===== config.mk =====
export PLATFORM = sky130hd
export DESIGN_NAME = csto_core
export DESIGN_NICKNAME = d
export VERILOG_FILES = /design/src/design/csto_core.v /design/src/design/csto_sub_flags.v
export VERILOG_INCLUDE_DIRS = /design/src /design/src/shared
export SDC_FILE = /design/constraint.sdc
export NUM_CORES = 1
export LEC_CHECK = 0
export ABC_CLOCK_PERIOD_IN_PS = 10000
export BUFFER_PORTS_ARGS = -buffer_cell sky130_fd_sc_hd__buf_2
export CAP_MARGIN = 20
export CELL_PAD_IN_SITES_DETAIL_PLACEMENT = 1
export CELL_PAD_IN_SITES_GLOBAL_PLACEMENT = 1
export CORE_ASPECT_RATIO = 0.5
export CORE_MARGIN = 4
export CORE_UTILIZATION = 35
export CTS_BUF_LIST = sky130_fd_sc_hd__clkbuf_16
export CTS_CLUSTER_SIZE = 14
export DETAILED_ROUTE_END_ITERATION = 16
export GPL_ROUTABILITY_DRIVEN = 0
export PLACE_DENSITY_LB_ADDON = 0.1
export SYNTH_ARGS = -nofsm -noshare
export SYNTH_HDL_FRONTEND = slang
export SYNTH_SLANG_ARGS = --single-unit

===== constraint.sdc =====
create_clock -name clk -period 10 [get_ports clk]
set_clock_uncertainty 0.05 [all_clocks]
set_input_delay 1 -clock clk [delete_from_list [all_inputs] [get_ports clk]]
set_output_delay 1 -clock clk [all_outputs]
set_load 0.02 [all_outputs]

===== src/shared/csto_defines.vh =====
`ifndef CSTO_DEFINES_VH
`define CSTO_DEFINES_VH

// ****************************************
// opcodes: subtract group
// ****************************************
`define CSTO_SUB_IMMEDIATE 8'hA0
`define CSTO_SUB_DIRECT 8'hB0
`define CSTO_SUB_LONG 8'hC0
`define CSTO_SUB_INDEX_WIDE 8'hD0
`define CSTO_SUB_INDEX_BYTE 8'hE0
`define CSTO_SUB_INDEX_PLAIN 8'hF0
`define CSTO_SUB_STACK_BYTE 8'hE0
`define CSTO_SUB_STACK_WIDE 8'hD0

// ****************************************
// opcodes: zero/negative probe group
// ****************************************
`define CSTO_PROBE_DIRECT 8'h3D
`define CSTO_PROBE_ACC 8'h4D
`define CSTO_PROBE_INDEX 8'h5D
`define CSTO_PROBE_INDEX_BYTE 8'h6D
`define CSTO_PROBE_INDEX_PLAIN 8'h7D
`define CSTO_PROBE_STACK_BYTE 8'h6D

// ****************************************
// opcodes: trap, transfers, prefix
// ****************************************
`define CSTO_SOFTWARE_TRAP_OP 8'h83
`define CSTO_ACC_TO_FLAGS_OP 8'h84
`define CSTO_FLAGS_TO_ACC_OP 8'h85
`define CSTO_ACC_TO_INDEX_OP 8'h97
`define CSTO_INDEX_TO_ACC_OP 8'h9F
`define CSTO_STACK_TO_INDEX_OP 8'h95
`define CSTO_INDEX_TO_STACK_OP 8'h94
`define CSTO_STACK_PREFIX 8'h9E

// ****************************************
// flag register layout and reset values
// ****************************************
`define CSTO_FLAG_V 7
`define CSTO_FLAG_H 4
`define CSTO_FLAG_I 3
`define CSTO_FLAG_N 2
`define CSTO_FLAG_Z 1
`define CSTO_FLAG_C 0
`define CSTO_FLAGS_FIXED 8'h60
`define CSTO_FLAGS_RESET 8'h68
`define CSTO_STACK_RESET 16'h00FF

// ****************************************
// address base selects and counts
// ****************************************
`define CSTO_BASE_ABS 2'h0
`define CSTO_BASE_INDEX 2'h1
`define CSTO_BASE_STACK 2'h2
`define CSTO_PUSH_LAST 3'h4
`define CSTO_ONE16 16'h0001
`define CSTO_ZERO8 8'h00
`define CSTO_ZERO16 16'h0000

`endif


===== src/design/csto_core.v =====
`timescale 1ns/1ns
`include "csto_defines.vh"

// Functional notes
// - subtract sets acc, V N Z C only
// - subtract opcodes and cycle counts per mode
// - trap bumps pc, pushes five bytes
// - trap sets mask, loads vector, nine cycles
// - probe sets N Z, clears V, no write
// - probe opcodes and cycle counts per mode
// - wide offset high then low plus index or stack pointer
// - long address high byte first

module csto_core #(
    parameter [15:0] RESET_PC = 16'h0000,
    parameter [15:0] TRAP_VECTOR = 16'hFFFC
) (
    // clock and reset
    input wire clk,
    input wire rst_b,
    // core memory bus
    input wire [7:0] mem_rdata,
    output reg [15:0] mem_addr,
    output reg [7:0] mem_wdata,
    output reg mem_re,
    output reg mem_we,
    // visible core state
    output reg [7:0] acc,
    output reg [15:0] index_reg,
    output reg [15:0] stack_ptr,
    output reg [15:0] prog_ctr,
    output reg [7:0] flag_register
);
    // ****************************************
    // sequencer states
    // ****************************************
    localparam [3:0] S_FETCH = 4'h0;
    localparam [3:0] S_PRE = 4'h1;
    localparam [3:0] S_ADH = 4'h2;
    localparam [3:0] S_ADL = 4'h3;
    localparam [3:0] S_MEM = 4'h4;
    localparam [3:0] S_PUSH = 4'h5;
    localparam [3:0] S_VECH = 4'h6;
    localparam [3:0] S_VECL = 4'h7;
    localparam [3:0] S_PAD = 4'h8;

    reg [3:0] state; // current sequencer step
    reg [1:0] base_sel; // base added to the offset bytes
    reg is_sub; // operand goes to subtract, else probe
    reg is_imm; // operand byte sits in the stream
    reg [7:0] ofs_hi; // first offset/address byte
    reg [2:0] push_step; // index of the byte being stacked
    reg [7:0] vec_hi; // vector high byte held for one cycle
    reg [7:0] push_next; // byte for the following push
    reg [15:0] base_val; // selected address base

    wire [15:0] pc_inc; // address of the next stream byte
    wire [15:0] ea_sum; // effective address from base and offset
    wire [15:0] sp_dec; // stack pointer after a push
    wire sub_sel; // subtract executes this cycle
    wire [7:0] probe_val; // value compared with zero
    wire [7:0] alu_a;
    wire [7:0] alu_b;
    wire [7:0] alu_res;
    wire alu_v;
    wire alu_n;
    wire alu_z;
    wire alu_c;

    assign pc_inc = prog_ctr + `CSTO_ONE16;
    assign sp_dec = stack_ptr - `CSTO_ONE16;
    // high byte then low byte, added to the chosen base
    assign ea_sum = base_val + {ofs_hi, mem_rdata};
    assign sub_sel = (state == S_MEM) && is_sub;
    // inherent probes look at a register, the rest at memory
    assign probe_val = (state != S_FETCH) ? mem_rdata :
        (mem_rdata == `CSTO_PROBE_ACC) ? acc : index_reg[7:0];
    // probe is value minus zero, so one subtractor serves both
    assign alu_a = sub_sel ? acc : probe_val;
    assign alu_b = sub_sel ? mem_rdata : `CSTO_ZERO8;

    // ****************************************
    // arithmetic
    // ****************************************
    csto_sub_flags #(
        .WIDTH(8)
    ) u_sub (
        .minuend(alu_a),
        .subtrahend(alu_b),
        .diff(alu_res),
        .ovf(alu_v),
        .neg(alu_n),
        .zero(alu_z),
        .borrow(alu_c)
    );

    // base for the effective address
    always @* begin
        case (base_sel)
            `CSTO_BASE_INDEX: base_val = index_reg;
            `CSTO_BASE_STACK: base_val = stack_ptr;
            default: base_val = `CSTO_ZERO16;
        endcase
    end

    // next byte to stack: pc high, index low, acc, flags
    always @* begin
        case (push_step)
            3'h0: push_next = prog_ctr[15:8];
            3'h1: push_next = index_reg[7:0];
            3'h2: push_next = acc;
            3'h3: push_next = flag_register;
            default: push_next = `CSTO_ZERO8;
        endcase
    end

    // ****************************************
    // sequencer and datapath
    // ****************************************
    // one bus cycle per state; read data answers the address of the cycle
    always @(posedge clk or negedge rst_b) begin
        if (!rst_b) begin
            state <= S_FETCH;
            base_sel <= `CSTO_BASE_ABS;
            is_sub <= 1'b0;
            is_imm <= 1'b0;
            ofs_hi <= `CSTO_ZERO8;
            push_step <= 3'h0;
            vec_hi <= `CSTO_ZERO8;
            mem_addr <= RESET_PC;
            mem_wdata <= `CSTO_ZERO8;
            mem_re <= 1'b1;
            mem_we <= 1'b0;
            acc <= `CSTO_ZERO8;
            index_reg <= `CSTO_ZERO16;
            stack_ptr <= `CSTO_STACK_RESET;
            prog_ctr <= RESET_PC;
            flag_register <= `CSTO_FLAGS_RESET;
        end else begin
            case (state)
                // opcode byte on the bus
                S_FETCH: begin
                    prog_ctr <= pc_inc;
                    mem_addr <= pc_inc;
                    mem_re <= 1'b1;
                    mem_we <= 1'b0;
                    ofs_hi <= `CSTO_ZERO8;
                    case (mem_rdata)
                        `CSTO_STACK_PREFIX: begin
                            state <= S_PRE;
                        end
                        `CSTO_SUB_IMMEDIATE: begin
                            is_sub <= 1'b1;
                            is_imm <= 1'b1;
                            state <= S_MEM;
                        end
                        `CSTO_SUB_DIRECT: begin
                            is_sub <= 1'b1;
                            base_sel <= `CSTO_BASE_ABS;
                            state <= S_ADL;
                        end
                        `CSTO_SUB_LONG: begin
                            is_sub <= 1'b1;
                            base_sel <= `CSTO_BASE_ABS;
                            state <= S_ADH;
                        end
                        `CSTO_SUB_INDEX_WIDE: begin
                            is_sub <= 1'b1;
                            base_sel <= `CSTO_BASE_INDEX;
                            state <= S_ADH;
                        end
                        `CSTO_SUB_INDEX_BYTE: begin
                            is_sub <= 1'b1;
                            base_sel <= `CSTO_BASE_INDEX;
                            state <= S_ADL;
                        end
                        `CSTO_SUB_INDEX_PLAIN: begin
                            is_sub <= 1'b1;
                            mem_addr <= index_reg;
                            state <= S_MEM;
                        end
                        `CSTO_PROBE_DIRECT: begin
                            is_sub <= 1'b0;
                            base_sel <= `CSTO_BASE_ABS;
                            state <= S_ADL;
                        end
                        `CSTO_PROBE_INDEX_BYTE: begin
                            is_sub <= 1'b0;
                            base_sel <= `CSTO_BASE_INDEX;
                            state <= S_ADL;
                        end
                        `CSTO_PROBE_INDEX_PLAIN: begin
                            is_sub <= 1'b0;
                            mem_addr <= index_reg;
                            state <= S_MEM;
                        end
                        `CSTO_PROBE_ACC, `CSTO_PROBE_INDEX: begin
                            // single cycle: flags only, no destination
                            flag_register[`CSTO_FLAG_V] <= 1'b0;
                            flag_register[`CSTO_FLAG_N] <= alu_n;
                            flag_register[`CSTO_FLAG_Z] <= alu_z;
                        end
                        `CSTO_SOFTWARE_TRAP_OP: begin
                            // first push is the low byte of pc plus one
                            mem_addr <= stack_ptr;
                            mem_wdata <= pc_inc[7:0];
                            mem_re <= 1'b0;
                            mem_we <= 1'b1;
                            push_step <= 3'h0;
                            state <= S_PUSH;
                        end
                        `CSTO_ACC_TO_FLAGS_OP: begin
                            // unused bits always read back as ones
                            flag_register <= acc | `CSTO_FLAGS_FIXED;
                            mem_re <= 1'b0;
                            state <= S_PAD;
                        end
                        `CSTO_FLAGS_TO_ACC_OP: begin
                            acc <= flag_register;
                        end
                        `CSTO_ACC_TO_INDEX_OP: begin
                            index_reg[7:0] <= acc;
                        end
                        `CSTO_INDEX_TO_ACC_OP: begin
                            acc <= index_reg[7:0];
                        end
                        `CSTO_STACK_TO_INDEX_OP: begin
                            index_reg <= stack_ptr + `CSTO_ONE16;
                            mem_re <= 1'b0;
                            state <= S_PAD;
                        end
                        `CSTO_INDEX_TO_STACK_OP: begin
                            stack_ptr <= index_reg - `CSTO_ONE16;
                            mem_re <= 1'b0;
                            state <= S_PAD;
                        end
                        // opcodes outside this slice pass as one-cycle no-ops
                        default: begin
                            state <= S_FETCH;
                        end
                    endcase
                end
                // second opcode after the stack prefix
                S_PRE: begin
                    prog_ctr <= pc_inc;
                    mem_addr <= pc_inc;
                    base_sel <= `CSTO_BASE_STACK;
                    case (mem_rdata)
                        `CSTO_SUB_STACK_BYTE: begin
                            is_sub <= 1'b1;
                            state <= S_ADL;
                        end
                        `CSTO_SUB_STACK_WIDE: begin
                            is_sub <= 1'b1;
                            state <= S_ADH;
                        end
                        `CSTO_PROBE_STACK_BYTE: begin
                            is_sub <= 1'b0;
                            state <= S_ADL;
                        end
                        default: begin
                            state <= S_FETCH;
                        end
                    endcase
                end
                // high byte of address or wide offset comes first
                S_ADH: begin
                    ofs_hi <= mem_rdata;
                    prog_ctr <= pc_inc;
                    mem_addr <= pc_inc;
                    state <= S_ADL;
                end
                // low byte completes the effective address
                S_ADL: begin
                    prog_ctr <= pc_inc;
                    mem_addr <= ea_sum;
                    state <= S_MEM;
                end
                // operand on the bus: execute
                S_MEM: begin
                    if (is_imm) begin
                        prog_ctr <= pc_inc;
                        mem_addr <= pc_inc;
                    end else begin
                        mem_addr <= prog_ctr;
                    end
                    is_imm <= 1'b0;
                    if (is_sub) begin
                        // half-carry and mask stay as they are
                        acc <= alu_res;
                        flag_register[`CSTO_FLAG_V] <= alu_v;
                        flag_register[`CSTO_FLAG_N] <= alu_n;
                        flag_register[`CSTO_FLAG_Z] <= alu_z;
                        flag_register[`CSTO_FLAG_C] <= alu_c;
                    end else begin
                        flag_register[`CSTO_FLAG_V] <= 1'b0;
                        flag_register[`CSTO_FLAG_N] <= alu_n;
                        flag_register[`CSTO_FLAG_Z] <= alu_z;
                    end
                    state <= S_FETCH;
                end
                // one stack write per cycle, pointer drops after each
                S_PUSH: begin
                    stack_ptr <= sp_dec;
                    if (push_step != `CSTO_PUSH_LAST) begin
                        mem_addr <= sp_dec;
                        mem_wdata <= push_next;
                        push_step <= push_step + 3'h1;
                    end else begin
                        mem_we <= 1'b0;
                        mem_re <= 1'b1;
                        mem_addr <= TRAP_VECTOR;
                        flag_register[`CSTO_FLAG_I] <= 1'b1;
                        push_step <= 3'h0;
                        state <= S_VECH;
                    end
                end
                // vector high byte, then low byte
                S_VECH: begin
                    vec_hi <= mem_rdata;
                    mem_addr <= TRAP_VECTOR + `CSTO_ONE16;
                    state <= S_VECL;
                end
                S_VECL: begin
                    prog_ctr <= {vec_hi, mem_rdata};
                    mem_re <= 1'b0;
                    state <= S_PAD;
                end
                // idle cycle that fills out the documented count
                S_PAD: begin
                    mem_addr <= prog_ctr;
                    mem_re <= 1'b1;
                    state <= S_FETCH;
                end
                default: begin
                    mem_addr <= prog_ctr;
                    mem_re <= 1'b1;
                    mem_we <= 1'b0;
                    state <= S_FETCH;
                end
            endcase
        end
    end
endmodule // csto_core


===== src/design/csto_sub_flags.v =====
`timescale 1ns/1ns
`include "csto_defines.vh"

// ****************************************
// subtractor with result flags
// ****************************************
module csto_sub_flags #(
    parameter WIDTH = 8
) (
    // operands
    input wire [WIDTH-1:0] minuend,
    input wire [WIDTH-1:0] subtrahend,
    // result and flags
    output wire [WIDTH-1:0] diff,
    output wire ovf,
    output wire neg,
    output wire zero,
    output wire borrow
);
    // one extra bit catches the borrow
    wire [WIDTH:0] full;

    assign full = {1'b0, minuend} - {1'b0, subtrahend};
    assign diff = full[WIDTH-1:0];
    assign borrow = full[WIDTH];
    assign neg = full[WIDTH-1];
    assign zero = (full[WIDTH-1:0] == {WIDTH{1'b0}});
    // signed overflow: operand signs differ and result sign flips
    assign ovf = (minuend[WIDTH-1] & ~subtrahend[WIDTH-1] & ~full[WIDTH-1])
        | (~minuend[WIDTH-1] & subtrahend[WIDTH-1] & full[WIDTH-1]);
endmodule // csto_sub_flags


Word level (Yosys, flattened, before mapping). Cells that the tools add are included.

Flip-flop bits (word level): 115. Output and inout port bits: 90. Input port bits: 10.

Bitwise gates (word level): 10. Equality and inequality tests: 46. Add/sub/neg operators: 7. Multiplexer cells: 50. Reduce and logical (&&, ||, !) cells: 45.

Operators with widths (count): == test 8 bit, second input constant (14); case mux 16 bit (7 select lines) (1); case mux 16 bit (2 select lines) (3); case mux 8 bit (2 select lines) (5); 2-to-1 mux 8 bit (7); case mux 4 bit (7 select lines) (2); 2-to-1 mux 16 bit (3); case mux 16 bit (3 select lines) (1); adder 16 x 1 -> 16 bit, second input constant (2); == test 8 x 7 -> 1 bit, second input constant (4); case mux 8 bit (4 select lines) (1); subtractor 16 x 1 -> 16 bit, second input constant (2); AND reduction 2 bit (11); adder 16 bit (1); == test 4 x 3 -> 1 bit, second input constant (4); case mux 2 bit (2 select lines) (4); AND reduction 3 bit (5); OR reduction 3 bit (5); case mux 1 bit (2 select lines) (7); != test 3 bit, second input constant (4); case mux 3 bit (2 select lines) (2); OR reduction 2 bit (6); OR reduction 4 bit (3); nonzero test 2 bit (5); 30 further kinds (56).

Depth between registers and ports, before layout.
Depth in word-level cells: 10. Depth in mapped cells: 17.

Hierarchy. From an unflattened synthesis, not the netlist that was laid out.

Cells, all modules: 1238. Area, all modules: 9601.7 µm².

Modules (own cells, without submodules): csto_core (cells an instance 1180, area each 9166.3 µm², instances 1); csto_sub_flags (cells an instance 58, area each 435.4 µm², instances 1).

Worst setup path before layout. No wires, ideal clock.

Path kind: input-to-reg. Start point: input mem_rdata[1]. End point: register flag_register[1]. Cell stages on the path: 15. Setup slack: 5511 ps. Data required time: 9868 ps. Arrival: 4358 ps. Path through: clkbuf_1 nand2b_1 nor3_1 nand3b_1 nor3_1 or2_2 a22oi_1 ha_1 fa_1 nand2b_1 o2bb2ai_1 xnor2_1 or4_1 or4_1 a31oi_1.

Word-level cells in the longest chain between the ends: 8. Elaborated cells on any way between the ends: 14.

Ends and longest elaborated chain: from (decl) (RTL line csto_core.v:22) `input wire [7:0] mem_rdata,`; == test 8 x 7 -> 1 bit (RTL line csto_core.v:148) `case (mem_rdata)`; 2-to-1 mux 8 bit (RTL line csto_core.v:77) `` (mem_rdata == `CSTO_PROBE_ACC) ? acc : index_reg[7:0]; ``; 2-to-1 mux 8 bit (RTL line csto_core.v:76) `assign probe_val = (state != S_FETCH) ? mem_rdata :`; 2-to-1 mux 8 bit (RTL line csto_core.v:79) `assign alu_a = sub_sel ? acc : probe_val;`; subtractor 8 x 8 -> 9 bit (RTL line csto_sub_flags.v:23) `assign full = {1'b0, minuend} - {1'b0, subtrahend};`; logical NOT 8 bit (RTL line csto_sub_flags.v:27) `assign zero = (full[WIDTH-1:0] == {WIDTH{1'b0}});`; case mux 2 bit (2 select lines) (RTL line csto_core.v:148); case mux 3 bit (2 select lines) (RTL line csto_core.v:140) `case (state)`; to (signal assigned) (RTL line csto_core.v:138) `` flag_register <= `CSTO_FLAGS_RESET; ``; to (signal, indexed assignment) (RTL line csto_core.v:200) `` flag_register[`CSTO_FLAG_N] <= alu_n; ``; to (signal, indexed assignment) (RTL line csto_core.v:201) `` flag_register[`CSTO_FLAG_Z] <= alu_z; ``; to (decl) (RTL line csto_core.v:32) `output reg [7:0] flag_register`.

Parallel ways exist; a longest one is shown, timed or not. A chain may end at the register's enable or synchronous reset.

Worst setup path in the final report.
Start point: register state[2]. End point: register flag_register[1].

Word-level cells in the longest chain between the ends: 7. Elaborated cells on any way between the ends: 14.

Ends and longest elaborated chain: from (decl) (RTL line csto_core.v:47) `reg [3:0] state;`; from (signal assigned) (RTL line csto_core.v:123) `state <= S_FETCH;`; from (signal assigned) (RTL line csto_core.v:150) `state <= S_PRE;`; from (signal assigned) (RTL line csto_core.v:155) `state <= S_MEM;`; nonzero test 4 bit or == test 4 x 3 -> 1 bit (tied branches) (RTL line csto_core.v:76, csto_core.v:74, csto_core.v:140); 2-to-1 mux 8 bit or logical AND 1 bit (tied branches) (RTL line csto_core.v:76, csto_core.v:74); 2-to-1 mux 8 bit, on equally long branches; subtractor 8 x 8 -> 9 bit (RTL line csto_sub_flags.v:23); logical NOT 8 bit (RTL line csto_sub_flags.v:27); case mux 2 bit (2 select lines) (RTL line csto_core.v:148); case mux 3 bit (2 select lines) (RTL line csto_core.v:140).

Parallel ways exist; a longest one is shown, timed or not.

==> metrics.csv <==
metric;value;unit
syn2layout_area_growth;12.44;%
grt_max_degree;43;
grt_pass1_wl;68380;microns
async_reset_ff_share;100.0;%
cts_made_buffers;17;
hp-class;reg2reg;
num_rows;42;
synth_ff_type;dfrtp_1;
drc;0;
critPathRequiredTime;10.34;ns
clock_latency;0.47;ns
cts_root_buf;clkbuf_16;
synth.yosys.seq_area_share;30.35;%
status;finished clean;
tightest_slew;1.170;ns
post_cts_resized;0;
post_drt_wl_per_cell;28.72;microns
yosys.area_share.simple;21.43;%
first_global_vias;9928;
finalHoldViolations;0;
power_frac_comb;57.3;%
portBuffers;97;
place_hpwl;35040;microns
syn_area_per_cell;7.743;sq um
met2_usage;41.46;%
leakagePower;4.485;nW
r2r_cells;13;
internal-power;1.840;mW
clk_path_buf_depth;2;
worst_slack;4.938;ns
synth_top_family_by_area;compound AO/OA/AOI/OAI gates;
num_vias;10240;
synth_xor_area_share;7.633;%
setup-tns-final;0;ns
post_cts_buffers;0;
sw_frac_of_total;55.00;%
fin_nets;1296;
io_pins;100;
r2r_slack;4.94;ns
drt_wl_total;46380;microns
dieArea;30080;sq um
start_kind;register;
grtUsageMet3;12.32;%
drv_slew;0;
final_area;10710;sq um
setup_viol;0;
r2r-start;state[2]$_DFFE_PN0P_;
synth_edf_count;0;
grt_setup_unrepaired;no;
hp-start;mem_re$_DFFE_PN1P_;
power.total;4.088;mW
path_class;reg2reg;
start_util;35.82;%
max_cap_violations;0;
synth_warnings;0;
place_area;10130;sq um
antenna_found_initial;1;
drive_above_1_share;15.13;%
synth_compound_area_share;26.42;%
worstReg2RegEnd;flag_register[1]$_DFFE_PN0P_;
whs;0.4260;ns
yosys.area_share.adder;5.018;%
cts_tree;done;
core;26590;sq um
final_antenna_net_count;0;
htree_num_levels;4;
grt_use_total;30.68;%
cts.sink_count;115;
fmax;197.5;MHz
pre_cts_slack;4.879;ns
relSlewSlack;21.70;%
die_w;241.3;microns
grtUsageMet1;45.22;%
hold_buffers;0;
path_clk_slew;0.06;ns
dr.first_iter.drc_count;1256;
muxShareOfSynthArea;3.087;%
crit_arrival;5.40;ns
syn_inst;1230;
p_clk_share;15.3;%
p_seq_share;27.4;%
syn_area;9524;sq um
endpoint_kind;register;
post-route-period-util;50.62;%
powerDensity;381.7;nW/um^2
avgViaCountPerCell;6.342;
whs_path_depth;2;
peakVddDrop;0.0001514;V
fin_crit;5.062;ns
top_usage_layer;met1;
ys_types;79;
grt_overflow;0;
min_to;mem_re$_DFFE_PN1P_;
synth-seq-cells;115;
p_sw;2.248;mW
die_h;124.6;microns
drtPass1Iterations;7;
cp_max_fo;21;
-- how the worst max path moves through the flow --
stage	from	end	slack [ns]	depth (start not counted)
after floorplan	mem_rdata[1]	flag_register[1]$_DFFE_PN0P_	5.51	15
after global placement	mem_rdata[0]	flag_register[1]$_DFFE_PN0P_	5.11	15
after detailed placement	mem_rdata[0]	flag_register[1]$_DFFE_PN0P_	4.88	15
after CTS	state[2]$_DFFE_PN0P_	flag_register[1]$_DFFE_PN0P_	5.08	13
after global routing	state[2]$_DFFE_PN0P_	flag_register[1]$_DFFE_PN0P_	4.72	13
final	state[2]$_DFFE_PN0P_	flag_register[1]$_DFFE_PN0P_	4.94	13
-- through the flow --
| step | std cells | utilization, % |
|---|---|---|
| floorplan | 1231 | - |
| global placement | 1582 | 38.11 |
| detailed placement | 1582 | 38.11 |
| CTS | 1614 | 40.26 |
| global route | 1614 | 40.26 |
| finish | 1615 | 40.27 |
-- layout make-up --
type                            count  area (sq um)
Antenna cell                        1         2.502
Clock buffer                       17         425.4
Clock inverter                     15         147.6
Fill cell                        3252         15880
Inverter                           31         116.4
Multi-Input combinational cell    971          6078
Sequential cell                   115          2890
Tap cell                          352         440.4
Timing Repair Buffer              113         608.1
-- layout by cell type (no fill, tap or decap), types with 24 or more instances in the layout --
cell type  count
a22oi_1       32
inv_1         31
nand3_1       35
o21ai_0       95
nand2_1      154
ha_1          35
o22ai_1       24
xnor2_1       39
xor2_1        44
nor2_1       127
a21oi_1       83
buf_2         96
dfrtp_1      105
-- cells in the mapped netlist (10+ instances only) --
library cell | count | area [sq um]
nor2_1 | 128 | 480.5
o21ai_1 | 15 | 75.07
clkbuf_1 | 92 | 345.3
dfstp_2 | 10 | 262.8
a22oi_1 | 32 | 240.2
a21oi_1 | 83 | 415.4
nand4_1 | 13 | 81.33
and3_1 | 14 | 87.58
ha_1 | 35 | 437.9
dfrtp_1 | 105 | 2628
nor3_1 | 18 | 90.09
nor4_1 | 12 | 75.07
o22ai_1 | 24 | 150.1
xnor2_1 | 39 | 341.6
a221oi_1 | 18 | 157.7
xor2_1 | 44 | 385.4
a31oi_1 | 21 | 131.4
inv_1 | 31 | 116.4
nand3_1 | 35 | 175.2
mux2_2 | 17 | 191.4
o21ai_0 | 95 | 475.5
nand2b_1 | 11 | 68.82
nand2_1 | 154 | 578.1
-- kinds of logic (layout without fill, tap and decap cells) --
logic type / Yosys count / after routing
other: 1 / 3
buffers and inverters: 145 / 176
adder cells (fa/ha/maj): 37 / 37
flip-flops: 115 / 115
AND/OR/NAND/NOR: 436 / 436
multiplexers: 27 / 27
AO/OA/AOI/OAI: 386 / 386
XOR/XNOR: 83 / 83
-- worst max-delay path, stage by stage (launching register included) --
cell       delay, ns
dfrtp_1         0.63
nor2_1          0.74
nand2_1         0.62
nor3_1          0.39
or2_2           0.22
a22oi_1         0.10
ha_1            0.25
fa_1            0.40
nand2b_1        0.16
o2bb2ai_1       0.16
xnor2_1         0.16
or4_1           0.42
or4_1           0.51
a31oi_1         0.17
-- per-layer routing --
metal | share of wire [%] | up-vias
met5 | 0.024 | -
met4 | 2.0 | 2
met3 | 11 | 65
met2 | 40 | 527
met1 | 47 | 5151
li1 | - | 4498
-- power groups by stage --
stage	logic [mW]	registers, mW	clock network, mW
2_1_floorplan	1.52	0.961	0
4_1_cts	2.28	1.10	0.631
3_3_place_gp	2.23	1.10	0
6_report	2.34	1.12	0.627
3_5_place_dp	2.27	1.10	0
5_1_grt	2.52	1.13	0.659
Note: power is estimated with default switching activity, not from simulation.
